[config.mk]
export PLATFORM = sky130hd
export DESIGN_NAME = service_serial_port_alarm_out
export DESIGN_NICKNAME = d
export VERILOG_FILES = /design/src/rtl/service_serial_port_alarm_out.v /design/src/rtl/uart_rx_engine.v /design/src/rtl/uart_tx_engine.v
export VERILOG_INCLUDE_DIRS = /design/src /design/src/rtl
export SDC_FILE = /design/constraint.sdc
export NUM_CORES = 1
export LEC_CHECK = 0
export ABC_AREA = 1
export BUFFER_PORTS_ARGS = -buffer_cell sky130_fd_sc_hd__buf_2
export CAP_MARGIN = 10
export CORE_ASPECT_RATIO = 0.6
export CORE_MARGIN = 2
export CORE_UTILIZATION = 50
export CTS_CLUSTER_DIAMETER = 200
export DETAILED_ROUTE_END_ITERATION = 10
export PLACE_DENSITY_LB_ADDON = 0.2
export SYNTH_ARGS = -nofsm -noshare
export SYNTH_HDL_FRONTEND = slang
export SYNTH_SLANG_ARGS = --single-unit
[constraint.sdc]
create_clock -name sys_clk -period 107 [get_ports sys_clk]
set_clock_uncertainty 0.15 [all_clocks]
set_input_delay 21.4 -clock sys_clk [delete_from_list [all_inputs] [get_ports sys_clk]]
set_output_delay 21.4 -clock sys_clk [all_outputs]
set_load 0.005 [all_outputs]
[src/rtl/ssp_consts.vh]
/*
 Shared constants: clock, bit-rate defaults, offsets, fields, modes.
 Assumes inclusion by bare name from each design file.
*/
`ifndef SSP_CONSTS_VH
`define SSP_CONSTS_VH

// ----------------------------------------------------------------
// clock and timing
// ----------------------------------------------------------------
`define CLK_HZ            25000000
`define CLK_MHZ           25
`define CYC_PER_HUNDRED   (`CLK_HZ / 100)
`define BREATH_PULSE_US   10000
`define BAUD_DEF_H        11'h0c0
`define DIV_W             18
`define BAUD_W            11

// ----------------------------------------------------------------
// register offsets (byte addresses)
// ----------------------------------------------------------------
`define REG_CTRL          5'h00
`define REG_BAUD          5'h04
`define REG_STATUS        5'h08
`define REG_TXDATA        5'h0c
`define REG_RXDATA        5'h10
`define REG_IRQ_STAT      5'h14
`define REG_IRQ_MASK      5'h18

// ----------------------------------------------------------------
// fields and encodings
// ----------------------------------------------------------------
`define CTRL_BREATH       0
`define CTRL_MODE_LO      1
`define CTRL_MODE_HI      2
`define MODE_NORMAL       2'h0
`define MODE_LOOPBACK     2'h1
`define MODE_TXTEST       2'h2
`define IRQ_W             5
`define IRQ_RX            0
`define IRQ_TX            1
`define IRQ_BREATH        2
`define IRQ_ALARM         3
`define IRQ_FRAME         4
`define FRAME_BITS        4'h9

`endif

[src/rtl/service_serial_port_alarm_out.v]
/*
 Service serial port: breath pulses, alarm outputs, test modes.
 Holds register port, DTR and alarm pin drive, defaults, interrupt.
 Assumes inputs synchronous to sys_clk and an outside nonvolatile
 store that shows saved values and takes new ones on nvStore.
*/
// Implementation choices: the register offsets and strobed register access.
// Operation
// - with breath pulses on, each detected breath gives one DTR pulse, none when off.
// - the breath-pulse enable also updates its stored power-on default.
// - the bit rate is a stored default kept and reported in hundreds of baud.
// - characters are 8 data bits, no parity, 1 stop bit, 19200 baud unless changed.
// - in loopback mode each received character is sent back unchanged.
// - transmit test mode sends bytes 0 to 255 in order, repeatedly.
// - both test modes can only be entered while running on mains power.
// - the alarm pin floats with no alarm and is pulled low while any alarm sounds and is not silenced.
// - expansion-unit alarms count too, on mains or battery alike.
// - with the alarm function enabled at power-on, DTR goes high while an alarm sounds.
// - DTR returns low when the alarm is silenced or ends.
`timescale 1ns/1ns
`default_nettype none
`include "ssp_consts.vh"

module service_serial_port_alarm_out #(
   parameter [17:0] PULSE_CYC = `BREATH_PULSE_US * `CLK_MHZ
) (
   input  wire              sys_clk,
   input  wire              rst,
   input  wire [4:0]        regAddr,
   input  wire [31:0]       regWrData,
   input  wire              regWr,
   input  wire              regRd,
   output reg  [31:0]       regRdData,
   input  wire              rxd,
   output wire              txd,
   output reg               dtrOut,
   output reg               alarmPinOut,
   output reg               alarmPinOe,
   input  wire              mainsPower,
   input  wire              alarmSounding,
   input  wire              expAlarmSounding,
   input  wire              alarmSilenced,
   input  wire              alarmFnStrap,
   input  wire              breathDetect,
   input  wire              nvBreathIn,
   input  wire [10:0]       nvBaudIn,
   output reg               nvStore,
   output reg               nvBreathOut,
   output reg  [10:0]       nvBaudOut,
   output reg               irq
);

   // ----------------------------------------------------------------
   // divider for a bit rate given in hundreds of baud
   // ----------------------------------------------------------------
   function [`DIV_W-1:0] divFromHundreds;
      input [`BAUD_W-1:0] h;
      reg   [31:0]        q;
      begin
         q = `CYC_PER_HUNDRED / {21'h000000, h};
         divFromHundreds = q[`DIV_W-1:0];
      end
   endfunction

   // ----------------------------------------------------------------
   // state
   // ----------------------------------------------------------------
   reg              loadPend_q;
   reg              alarmFnEn_q;
   reg              breathEn_q;
   reg [1:0]        mode_q;
   reg [`DIV_W-1:0] bitDiv_q;
   reg              hold_q;
   reg [7:0]        holdData_q;
   reg [7:0]        pattern_q;
   reg              rxFull_q;
   reg [7:0]        rxData_q;
   reg [`IRQ_W-1:0] irqStat_q;
   reg [`IRQ_W-1:0] irqMask_q;
   reg [17:0]       pulseCnt_q;
   reg              breathPrev_q;
   reg              alarmPrev_q;
   reg              txBusyPrev_q;

   wire             txBusy;
   wire             rxValid;
   wire [7:0]       rxByte;
   wire             rxFrameErr;
   reg              txStart;
   reg  [7:0]       txByte;
   reg  [`IRQ_W-1:0] irqEvt;
   reg  [31:0]      rdMux;

   wire alarmActive = (alarmSounding | expAlarmSounding) & ~alarmSilenced;
   wire breathRise  = breathDetect & ~breathPrev_q;
   wire wrCtrl      = regWr && (regAddr == `REG_CTRL);
   wire wrBaud      = regWr && (regAddr == `REG_BAUD);
   wire wrTx        = regWr && (regAddr == `REG_TXDATA);
   wire [1:0] wrMode = regWrData[`CTRL_MODE_HI:`CTRL_MODE_LO];
   wire [`BAUD_W-1:0] wrBaudVal = regWrData[`BAUD_W-1:0];

   // ----------------------------------------------------------------
   // serial engines
   // ----------------------------------------------------------------
   uart_tx_engine txEngine (
      .sys_clk (sys_clk),
      .rst     (rst),
      .bitDiv  (bitDiv_q),
      .start   (txStart),
      .data    (txByte),
      .txd     (txd),
      .busy    (txBusy)
   );

   uart_rx_engine rxEngine (
      .sys_clk  (sys_clk),
      .rst      (rst),
      .bitDiv   (bitDiv_q),
      .rxd      (rxd),
      .valid    (rxValid),
      .data     (rxByte),
      .frameErr (rxFrameErr)
   );

   // ----------------------------------------------------------------
   // next character for the transmitter
   // ----------------------------------------------------------------
   always @* begin
      txStart = 1'b0;
      txByte  = holdData_q;
      if (!txBusy) begin
         if (mode_q == `MODE_TXTEST) begin
            txStart = 1'b1;
            txByte  = pattern_q;
         end else begin
            txStart = hold_q;
         end
      end
   end

   // ----------------------------------------------------------------
   // interrupt events
   // ----------------------------------------------------------------
   always @* begin
      irqEvt = {`IRQ_W{1'b0}};
      irqEvt[`IRQ_RX]     = rxValid;
      irqEvt[`IRQ_TX]     = txBusyPrev_q & ~txBusy;
      irqEvt[`IRQ_BREATH] = breathRise & breathEn_q;
      irqEvt[`IRQ_ALARM]  = alarmActive & ~alarmPrev_q;
      irqEvt[`IRQ_FRAME]  = rxFrameErr;
   end

   // ----------------------------------------------------------------
   // configuration, modes and stored defaults
   // ----------------------------------------------------------------
   always @(posedge sys_clk) begin
      if (rst) begin
         loadPend_q  <= 1'b1;
         alarmFnEn_q <= 1'b0;
         breathEn_q  <= 1'b0;
         mode_q      <= `MODE_NORMAL;
         bitDiv_q    <= divFromHundreds(`BAUD_DEF_H);
         nvStore     <= 1'b0;
         nvBreathOut <= 1'b0;
         nvBaudOut   <= `BAUD_DEF_H;
      end else begin
         nvStore <= 1'b0;
         if (loadPend_q) begin
            loadPend_q  <= 1'b0;
            alarmFnEn_q <= alarmFnStrap;
            breathEn_q  <= nvBreathIn;
            nvBreathOut <= nvBreathIn;
            if (nvBaudIn != {`BAUD_W{1'b0}}) begin
               nvBaudOut <= nvBaudIn;
               bitDiv_q  <= divFromHundreds(nvBaudIn);
            end
         end else begin
            if (wrCtrl) begin
               breathEn_q  <= regWrData[`CTRL_BREATH];
               nvBreathOut <= regWrData[`CTRL_BREATH];
               nvStore     <= regWrData[`CTRL_BREATH] != breathEn_q;
               if (wrMode == `MODE_NORMAL || mainsPower)
                  mode_q <= (wrMode == `MODE_TXTEST) ? `MODE_TXTEST :
                            (wrMode == `MODE_LOOPBACK) ? `MODE_LOOPBACK : `MODE_NORMAL;
            end
            if (!mainsPower)
               mode_q <= `MODE_NORMAL;
            if (wrBaud && wrBaudVal != {`BAUD_W{1'b0}}) begin
               nvBaudOut <= wrBaudVal;
               bitDiv_q  <= divFromHundreds(wrBaudVal);
               nvStore   <= 1'b1;
            end
         end
      end
   end

   // ----------------------------------------------------------------
   // hold, pattern and receive registers
   // ----------------------------------------------------------------
   always @(posedge sys_clk) begin
      if (rst) begin
         hold_q     <= 1'b0;
         holdData_q <= 8'h00;
         pattern_q  <= 8'h00;
         rxFull_q   <= 1'b0;
         rxData_q   <= 8'h00;
      end else begin
         if (txStart && mode_q == `MODE_TXTEST)
            pattern_q <= pattern_q + 8'h01;   // wraps 255 to 0
         else if (mode_q != `MODE_TXTEST)
            pattern_q <= 8'h00;
         if (txStart && mode_q != `MODE_TXTEST)
            hold_q <= 1'b0;
         if (mode_q == `MODE_LOOPBACK && rxValid) begin
            hold_q     <= 1'b1;
            holdData_q <= rxByte;
         end else if (mode_q == `MODE_NORMAL && wrTx && !hold_q) begin
            hold_q     <= 1'b1;
            holdData_q <= regWrData[7:0];
         end
         if (regRd && regAddr == `REG_RXDATA)
            rxFull_q <= 1'b0;
         if (rxValid && mode_q == `MODE_NORMAL) begin
            rxFull_q <= 1'b1;                 // set wins over read-clear
            rxData_q <= rxByte;
         end
      end
   end

   // ----------------------------------------------------------------
   // DTR and alarm pin drive
   // ----------------------------------------------------------------
   always @(posedge sys_clk) begin
      if (rst) begin
         pulseCnt_q   <= 18'h00000;
         breathPrev_q <= 1'b0;
         alarmPrev_q  <= 1'b0;
         dtrOut       <= 1'b0;
         alarmPinOut  <= 1'b0;
         alarmPinOe   <= 1'b0;
      end else begin
         breathPrev_q <= breathDetect;
         alarmPrev_q  <= alarmActive;
         if (breathRise && breathEn_q)
            pulseCnt_q <= PULSE_CYC;
         else if (pulseCnt_q != 18'h00000)
            pulseCnt_q <= pulseCnt_q - 18'h00001;
         dtrOut <= (alarmFnEn_q & alarmActive) |
                   (breathEn_q & (pulseCnt_q != 18'h00000));
         alarmPinOut <= 1'b0;                 // only ever pulls low
         alarmPinOe  <= alarmActive;
      end
   end

   // ----------------------------------------------------------------
   // interrupt status, mask and output
   // ----------------------------------------------------------------
   always @(posedge sys_clk) begin
      if (rst) begin
         irqStat_q    <= {`IRQ_W{1'b0}};
         irqMask_q    <= {`IRQ_W{1'b0}};
         irq          <= 1'b0;
         txBusyPrev_q <= 1'b0;
      end else begin
         txBusyPrev_q <= txBusy;
         if (regWr && regAddr == `REG_IRQ_MASK)
            irqMask_q <= regWrData[`IRQ_W-1:0];
         if (regWr && regAddr == `REG_IRQ_STAT)
            irqStat_q <= (irqStat_q & ~regWrData[`IRQ_W-1:0]) | irqEvt;
         else
            irqStat_q <= irqStat_q | irqEvt;
         irq <= |(irqStat_q & irqMask_q);
      end
   end

   // ----------------------------------------------------------------
   // read decode, answered one cycle later
   // ----------------------------------------------------------------
   always @* begin
      rdMux = 32'h00000000;
      case (regAddr)
         `REG_CTRL: begin
            rdMux[`CTRL_BREATH] = breathEn_q;
            rdMux[`CTRL_MODE_HI:`CTRL_MODE_LO] = mode_q;
         end
         `REG_BAUD:     rdMux[`BAUD_W-1:0] = nvBaudOut;
         `REG_STATUS:   rdMux[6:0] = {alarmFnEn_q, alarmActive, mainsPower,
                                      hold_q, rxFull_q, txBusy, dtrOut};
         `REG_RXDATA:   rdMux[7:0] = rxData_q;
         `REG_IRQ_STAT: rdMux[`IRQ_W-1:0] = irqStat_q;
         `REG_IRQ_MASK: rdMux[`IRQ_W-1:0] = irqMask_q;
         default:       rdMux = 32'h00000000;
      endcase
   end

   always @(posedge sys_clk) begin
      if (rst)
         regRdData <= 32'h00000000;
      else if (regRd)
         regRdData <= rdMux;
      else
         regRdData <= 32'h00000000;
   end

endmodule
`default_nettype wire

[src/rtl/uart_rx_engine.v]
/*
 Receive engine: 8N1 character, sampled at mid-bit.
 Assumes rxd already synchronous to sys_clk, idle high.
*/
`timescale 1ns/1ns
`default_nettype none
`include "ssp_consts.vh"

module uart_rx_engine (
   input  wire              sys_clk,
   input  wire              rst,
   input  wire [`DIV_W-1:0] bitDiv,
   input  wire              rxd,
   output reg               valid,
   output reg  [7:0]        data,
   output reg               frameErr
);

   reg [`DIV_W-1:0] cnt_q;
   reg [3:0]        bitIdx_q;
   reg              active_q;

   // ----------------------------------------------------------------
   // hunt for start, then sample each bit centre
   // ----------------------------------------------------------------
   always @(posedge sys_clk) begin
      if (rst) begin
         valid    <= 1'b0;
         frameErr <= 1'b0;
         data     <= 8'h00;
         cnt_q    <= {`DIV_W{1'b0}};
         bitIdx_q <= 4'h0;
         active_q <= 1'b0;
      end else begin
         valid    <= 1'b0;
         frameErr <= 1'b0;
         if (!active_q) begin
            if (!rxd) begin
               active_q <= 1'b1;
               bitIdx_q <= 4'h0;
               cnt_q    <= {1'b0, bitDiv[`DIV_W-1:1]};   // half bit
            end
         end else if (cnt_q != {`DIV_W{1'b0}}) begin
            cnt_q <= cnt_q - 1'b1;
         end else begin
            cnt_q    <= bitDiv - 1'b1;
            bitIdx_q <= bitIdx_q + 4'h1;
            if (bitIdx_q == 4'h0) begin
               if (rxd)
                  active_q <= 1'b0;           // glitch, not a start bit
            end else if (bitIdx_q == `FRAME_BITS) begin
               active_q <= 1'b0;
               valid    <= rxd;
               frameErr <= !rxd;
            end else begin
               data <= {rxd, data[7:1]};
            end
         end
      end
   end

endmodule
`default_nettype wire

[src/rtl/uart_tx_engine.v]
/*
 Transmit engine: one 8N1 character per start pulse, lsb first.
 Assumes a stable divider while busy.
*/
`timescale 1ns/1ns
`default_nettype none
`include "ssp_consts.vh"

module uart_tx_engine (
   input  wire              sys_clk,
   input  wire              rst,
   input  wire [`DIV_W-1:0] bitDiv,
   input  wire              start,
   input  wire [7:0]        data,
   output reg               txd,
   output reg               busy
);

   reg [`DIV_W-1:0] cnt_q;
   reg [8:0]        shift_q;
   reg [3:0]        bitIdx_q;

   // ----------------------------------------------------------------
   // shift out start, data, stop
   // ----------------------------------------------------------------
   always @(posedge sys_clk) begin
      if (rst) begin
         txd      <= 1'b1;
         busy     <= 1'b0;
         cnt_q    <= {`DIV_W{1'b0}};
         shift_q  <= 9'h1ff;
         bitIdx_q <= 4'h0;
      end else if (!busy) begin
         if (start) begin
            txd      <= 1'b0;                 // start bit
            shift_q  <= {1'b1, data};         // stop bit behind data
            busy     <= 1'b1;
            cnt_q    <= bitDiv - 1'b1;
            bitIdx_q <= 4'h0;
         end
      end else if (cnt_q != {`DIV_W{1'b0}}) begin
         cnt_q <= cnt_q - 1'b1;
      end else if (bitIdx_q == `FRAME_BITS) begin
         busy <= 1'b0;                        // one stop bit done
      end else begin
         txd      <= shift_q[0];
         shift_q  <= {1'b1, shift_q[8:1]};
         bitIdx_q <= bitIdx_q + 4'h1;
         cnt_q    <= bitDiv - 1'b1;
      end
   end

endmodule
`default_nettype wire

== Yosys cells after proc, flatten, opt, wreduce, memory -nomap -nowiden ==
Index checks and enable logic that the tools add are counted.
Operators by class
  add/sub/neg operators: 7
  div/mod/pow operators: 2
  equal/unequal tests: 22
  mux-type cells: 66
  bitwise gates (word level): 25
  reduce and logical (&&, ||, !) cells: 46
Operator list (number)
  18-bit 2-to-1 mux: 12
  18-bit by 1-bit subtractor with 18-bit output, second input constant: 4
  18-bit by 11-bit divider with 32-bit output, first input constant: 2
  18-bit nonzero test: 3
  8-bit 2-to-1 mux: 5
  9-bit 2-to-1 mux: 4
  11-bit 2-to-1 mux: 3
  4-bit 2-to-1 mux: 7
  1-bit 2-to-1 mux: 26
  11-bit nonzero test: 2
  3-bit case mux with 6 select lines: 1
  5-bit equality test, second input constant: 3
  1-bit logical AND: 14
  2-bit nonzero test: 7
  1-bit NOT: 11
  5-bit bitwise AND: 2
  5-bit by 4-bit equality test with 1-bit output, second input constant: 2
  5-bit OR: 2
  2-bit case mux with 5 select lines: 1
  5-bit OR reduction: 2
  4-bit by 1-bit adder with 4-bit output, second input constant: 2
  8-bit by 1-bit adder with 8-bit output, second input constant: 1
  4-bit equality test, second input constant: 2
  2-bit 2-to-1 mux: 4
  24 further kinds: 46
Storage, ports and cells
  register bits: 192
  input bits: 60
  output and inout port bits: 50
  word-level logic and storage cells: 203

== Longest topological paths before layout ==
  depth after elaboration: 7
  mapped depth: 230
  depth with buffers taken out: 217

== Modules after synthesis ==
From an unflattened synthesis, not the netlist that was laid out.
Unflattened totals
  cells, all modules: 2643
  area, all modules: 16550.9 um2
Modules (own cells, without submodules)
  service_serial_port_alarm_out: times used 1, cells each 1925, area an instance 12104.1 um2, seq. area each 2102.0 um2
  uart_tx_engine: times used 1, cells each 386, area an instance 2332.2 um2, seq. area each 640.6 um2
  uart_rx_engine: times used 1, cells each 332, area an instance 2114.5 um2, seq. area each 660.6 um2

== Least setup slack after synthesis ==
Ideal clock, no wire load.
  kind: input-to-reg
  from: input regWrData[5]
  to: register bitDiv_q[0]
  setup time: 0.109 ns
  arrival time: 48.226 ns
  slack: 58.515 ns
  cell stages on the path: 220
  path buffers: 16
  path through: inv_1 -> nand2_1 -> nand2_1 -> nand2_2 -> inv_2 -> nand2_1 -> nor2_4 -> nand2_1 -> ha_1 -> nand2_1 -> nand3_1 -> nand2_1 -> nand2_2 -> nand2_2 -> nand2_2 -> nand2_1 -> ha_1 -> a21oi_1 -> [184 not listed] -> a21oi_1 -> nand3_1 -> nor2_4 -> nand4_4 -> buf_6 -> buf_12 -> nor2_4 -> a21oi_2 -> ha_1 -> a21oi_1 -> nor2_1 -> a211oi_1 -> o221a_2 -> nand2_1 -> nand2_1 -> nand3_1 -> nand2_1 -> inv_1
On the way
  word-level cells in the longest chain between the ends: 4
  elaborated cells on any way between the ends: 7
  those cells by class: div: 1; mux: 2; reduce/logical: 4
RTL lines
  start: declaration: RTL line service_serial_port_alarm_out.v:30  | input wire [31:0] regWrData,
  parallel branches: the longest is 4 deep, another holds 18-bit by 11-bit divider with 32-bit output
  end signal: assignment: RTL line service_serial_port_alarm_out.v:162  | bitDiv_q <= divFromHundreds(`BAUD_DEF_H);
  end signal: assignment: RTL line service_serial_port_alarm_out.v:175  | bitDiv_q <= divFromHundreds(nvBaudIn);
  end signal: assignment: RTL line service_serial_port_alarm_out.v:190  | bitDiv_q <= divFromHundreds(wrBaudVal);
  end: declaration: RTL line service_serial_port_alarm_out.v:72  | reg [`DIV_W-1:0] bitDiv_q;
Parallel ways; which one is timed is not known. The select of a mux whose other input is x is not followed.
A chain may end at the register's enable or synchronous reset.

== Worst setup path after layout ==
  from: input regWrData[4]
  to: register bitDiv_q[0]
Same word-level chain as after synthesis.

==> reports/results.txt <==
run status -> finished clean
buffers inserted by post-CTS timing repair -> 0
Root Buffer Master -> sky130_fd_sc_hd__clkbuf_16
clock latency reported for the late side of the worst-skew pair -> 440 ps
cell area after placement -> 0.0170 mm²
final instance area -> 0.0175 mm²
transition time of the tightest slew-check pin -> 1070 ps
final-stage net count -> 2,778
highest-count cells in the layout ignoring fill and taps -> 550 x sky130_fd_sc_hd__nand2_1, 335 x sky130_fd_sc_hd__inv_1, 221 x sky130_fd_sc_hd__nor2_1
combined area of the multi-input logic cells -> 0.0112 mm²
Worst R2R Setup Slack -> 73,620 ps
number of fillers in the final layout -> 3,243
final-report max-slew violation count -> 0
RSZ-0062 raised after global routing -> no
DRC violation count after routing -> 0
clock slew at reported path FFs -> 80 ps
data arrival time of the critical path -> 53,580 ps
global-route wire length before repair -> 77,800 µm
combined global-route utilization of all metal layers -> 0.282
die area -> 0.0343 mm²
Bufs on Longest Clock Path -> 2
min cycle time layout -> 53,380 ps
total clock buffers created by CTS -> 17
starting density of the core -> 0.507
count of H-tree levels built during CTS -> 4
part of the Yosys area used for sequential elements -> 0.207
core footprint -> 0.0324 mm²
vias after detailed routing -> 16,700
proportion of synthesized flip-flops having asynchronous set or reset -> 0
setup total negative slack -> 0 ps
Num Clock Sinks -> 170
Yosys warning count -> 0
met1 track demand over resource in global routing -> 0.437
mean number of vias per cell -> 5.54
dominant synthesized flop cell -> sky130_fd_sc_hd__dfxtp_1
number of antenna cells inserted -> 0
number of hold buffers added after cts -> 0
placed cell count -> 2,990
kind of launch point of the worst setup path -> input pin
per-instance average area after synthesis -> 6.44 µm²
number of synthesized flops with an enable pin -> 0
cell with the largest stage delay on the worst path -> sky130_fd_sc_hd__a21oi_1
Most Used Layer, Global Route -> met1
maximum clock frequency -> 18.7 MHz
CTS tree -> done
total of flip-flops plus latches after synthesis -> 170
average wire length per cell after detail routing -> 15.9 µm
total wirelength of the detailed-routed design -> 48,200 µm
max-cap violation count -> 0
IO Pins -> 110
Pre-antenna DRT Iters -> 8
gate count of the mapped netlist -> 2,550
CP Class -> input pin to flip-flop
mapped cell area -> 0.0164 mm²
total gr overflow -> 0
slowest stage delay, CP -> 520 ps
nature of the critical path endpoint -> flip-flop
class of the worst hold path -> flip-flop to flip-flop
fraction of final layout cells with drive strength greater than 1 -> 0.103
detailed placer's ending HPWL -> 37,900 µm
number of nets still failing antenna checks after routing -> 0
CTS-repair resized insts -> 0
gpl congestion -> 0.957
Global Route met3 Usage -> 0.0529
most common cell after layout, fill and taps aside -> sky130_fd_sc_hd__nand2_1
Critical Path RT -> 107,200 ps
Max-slew headroom -> 0.285
register area -> 0.00340 mm²
Chip Width -> 238 µm
crit-path most repeated cell -> sky130_fd_sc_hd__nand2_1
Hold Vio Cnt, Final -> 0
antenna violations before repair -> 0
number of setup violations in the final report -> 0
Die Height -> 144 µm
post-route fraction of the period consumed by the critical path -> 0.499
relative area change from synthesis to final layout -> 6.88%
count of cell types in the netlist -> 74
largest fanout on the critical path -> 31
number of placement rows -> 51
Iter 0 DRT Violations -> 1,479
via count of the first global-routing pass -> 15,200
maximum number of pins on one net before global-route repair -> 62
Non-Filler Instances -> 3,022
count of buffers from port buffering -> 66
hold slack final -> 305 ps
met2 capacity usage during global routing -> 0.401
[metal layers]
metal	part of all wire	vias to the layer above	routed length, µm
li1	-	8491	-
met1	0.52	7628	24900
met2	0.38	587	18500
met3	0.091	38	4380
met4	0.0086	0	416
met5	0	-	0
[cells in the mapped netlist (4+ instances only)]
cell type	instances	area, µm²
sky130_fd_sc_hd__a31oi_1	34	213
sky130_fd_sc_hd__a21oi_1	176	881
sky130_fd_sc_hd__or2_1	7	43.8
sky130_fd_sc_hd__xnor2_1	44	385
sky130_fd_sc_hd__nor2_2	9	56.3
sky130_fd_sc_hd__o21ai_2	11	96.3
sky130_fd_sc_hd__nand2_4	6	67.6
sky130_fd_sc_hd__a21oi_2	8	70.1
sky130_fd_sc_hd__o21ai_0	181	906
sky130_fd_sc_hd__inv_1	335	1260
sky130_fd_sc_hd__o211ai_1	18	135
sky130_fd_sc_hd__ha_1	133	1660
sky130_fd_sc_hd__o221ai_1	7	61.3
sky130_fd_sc_hd__xor2_1	83	727
sky130_fd_sc_hd__nor3_1	44	220
sky130_fd_sc_hd__a211oi_1	17	128
sky130_fd_sc_hd__dfxtp_1	170	3400
sky130_fd_sc_hd__nand3b_1	5	37.5
sky130_fd_sc_hd__nand2_1	550	2060
sky130_fd_sc_hd__o311ai_0	4	35.0
sky130_fd_sc_hd__nand3_1	128	641
sky130_fd_sc_hd__clkbuf_1	43	161
sky130_fd_sc_hd__o21bai_1	15	113
sky130_fd_sc_hd__a221oi_1	9	78.8
sky130_fd_sc_hd__buf_4	27	203
sky130_fd_sc_hd__or2_2	13	81.3
sky130_fd_sc_hd__buf_2	8	40.0
sky130_fd_sc_hd__nand2_2	32	200
sky130_fd_sc_hd__inv_2	24	90.1
sky130_fd_sc_hd__nand4_1	32	200
sky130_fd_sc_hd__nand3_4	6	105
sky130_fd_sc_hd__o22ai_1	8	50.1
sky130_fd_sc_hd__nor2_4	16	180
sky130_fd_sc_hd__nor2_1	221	830
sky130_fd_sc_hd__buf_6	5	56.3
sky130_fd_sc_hd__o21ai_1	26	130
sky130_fd_sc_hd__nand3_2	16	160
sky130_fd_sc_hd__nor4_1	15	93.8
sky130_fd_sc_hd__o31ai_1	5	37.5
[stage by stage]
stage,utilization,setup WS (ps)
global route,0.542,50600
detailed placement,0.524,53600
CTS,0.542,53970
global placement,0.524,54310
floorplan,-,58520
finish,0.542,53620
[flip-flops by register name, indices dropped and copies added (netlist names), 2 cells and up]
register and flops:
irqStat_q 5, rxEngine.data 8, rxData_q 8, rxEngine.bitIdx_q 4, pattern_q 8, nvBaudOut 11
regRdData 11, txEngine.cnt_q 18, mode_q 2, pulseCnt_q 18, txEngine.shift_q 8, txEngine.bitIdx_q 4
holdData_q 8, rxEngine.cnt_q 18, irqMask_q 5, bitDiv_q 18
[final timing paths]
| path | start | end | cells after the start |
|---|---|---|---|
| setup / recovery | regWrData[4] | bitDiv_q[0] | 204 |
| hold reg to reg | txEngine.txd | txEngine.txd | 2 |
| setup reg to reg | loadPend_q | bitDiv_q[0] | 202 |
| hold / removal | txEngine.txd | txEngine.txd | 2 |
[critical path, delay by kind of cell]
family                   cells  cell delay [ps]
AO/OA/AOI/OAI               60            10980
adder cells (fa/ha/maj)     16             5370
buffers and inverters       22             3040
AND/OR/NAND/NOR            106            12710
[cells by family (layout without fill, tap and decap cells)]
family | after synthesis | in the layout | synth area share
simple gates | 1116 | 1116 | 0.313
compound gates | 551 | 551 | 0.196
flops | 170 | 170 | 0.207
xor+xnor | 127 | 127 | 0.0678
fa+ha+maj | 133 | 133 | 0.101
other cells | 1 | 22 | 0.000229
buf+inv | 452 | 479 | 0.115
[area by class of cell]
type                    instances  share of cell area
multi-input cells            1949               0.639
flip-flops and latches        170               0.194
inverters                     365              0.0788
well taps                     424              0.0302
clock buffers                  21              0.0263
repair buffers                 82              0.0257
clock inverters                11             0.00635
Power is left out: the tool's default activity adds up to more than one toggle a clock period on the data nets, which glitch-free logic cannot reach.
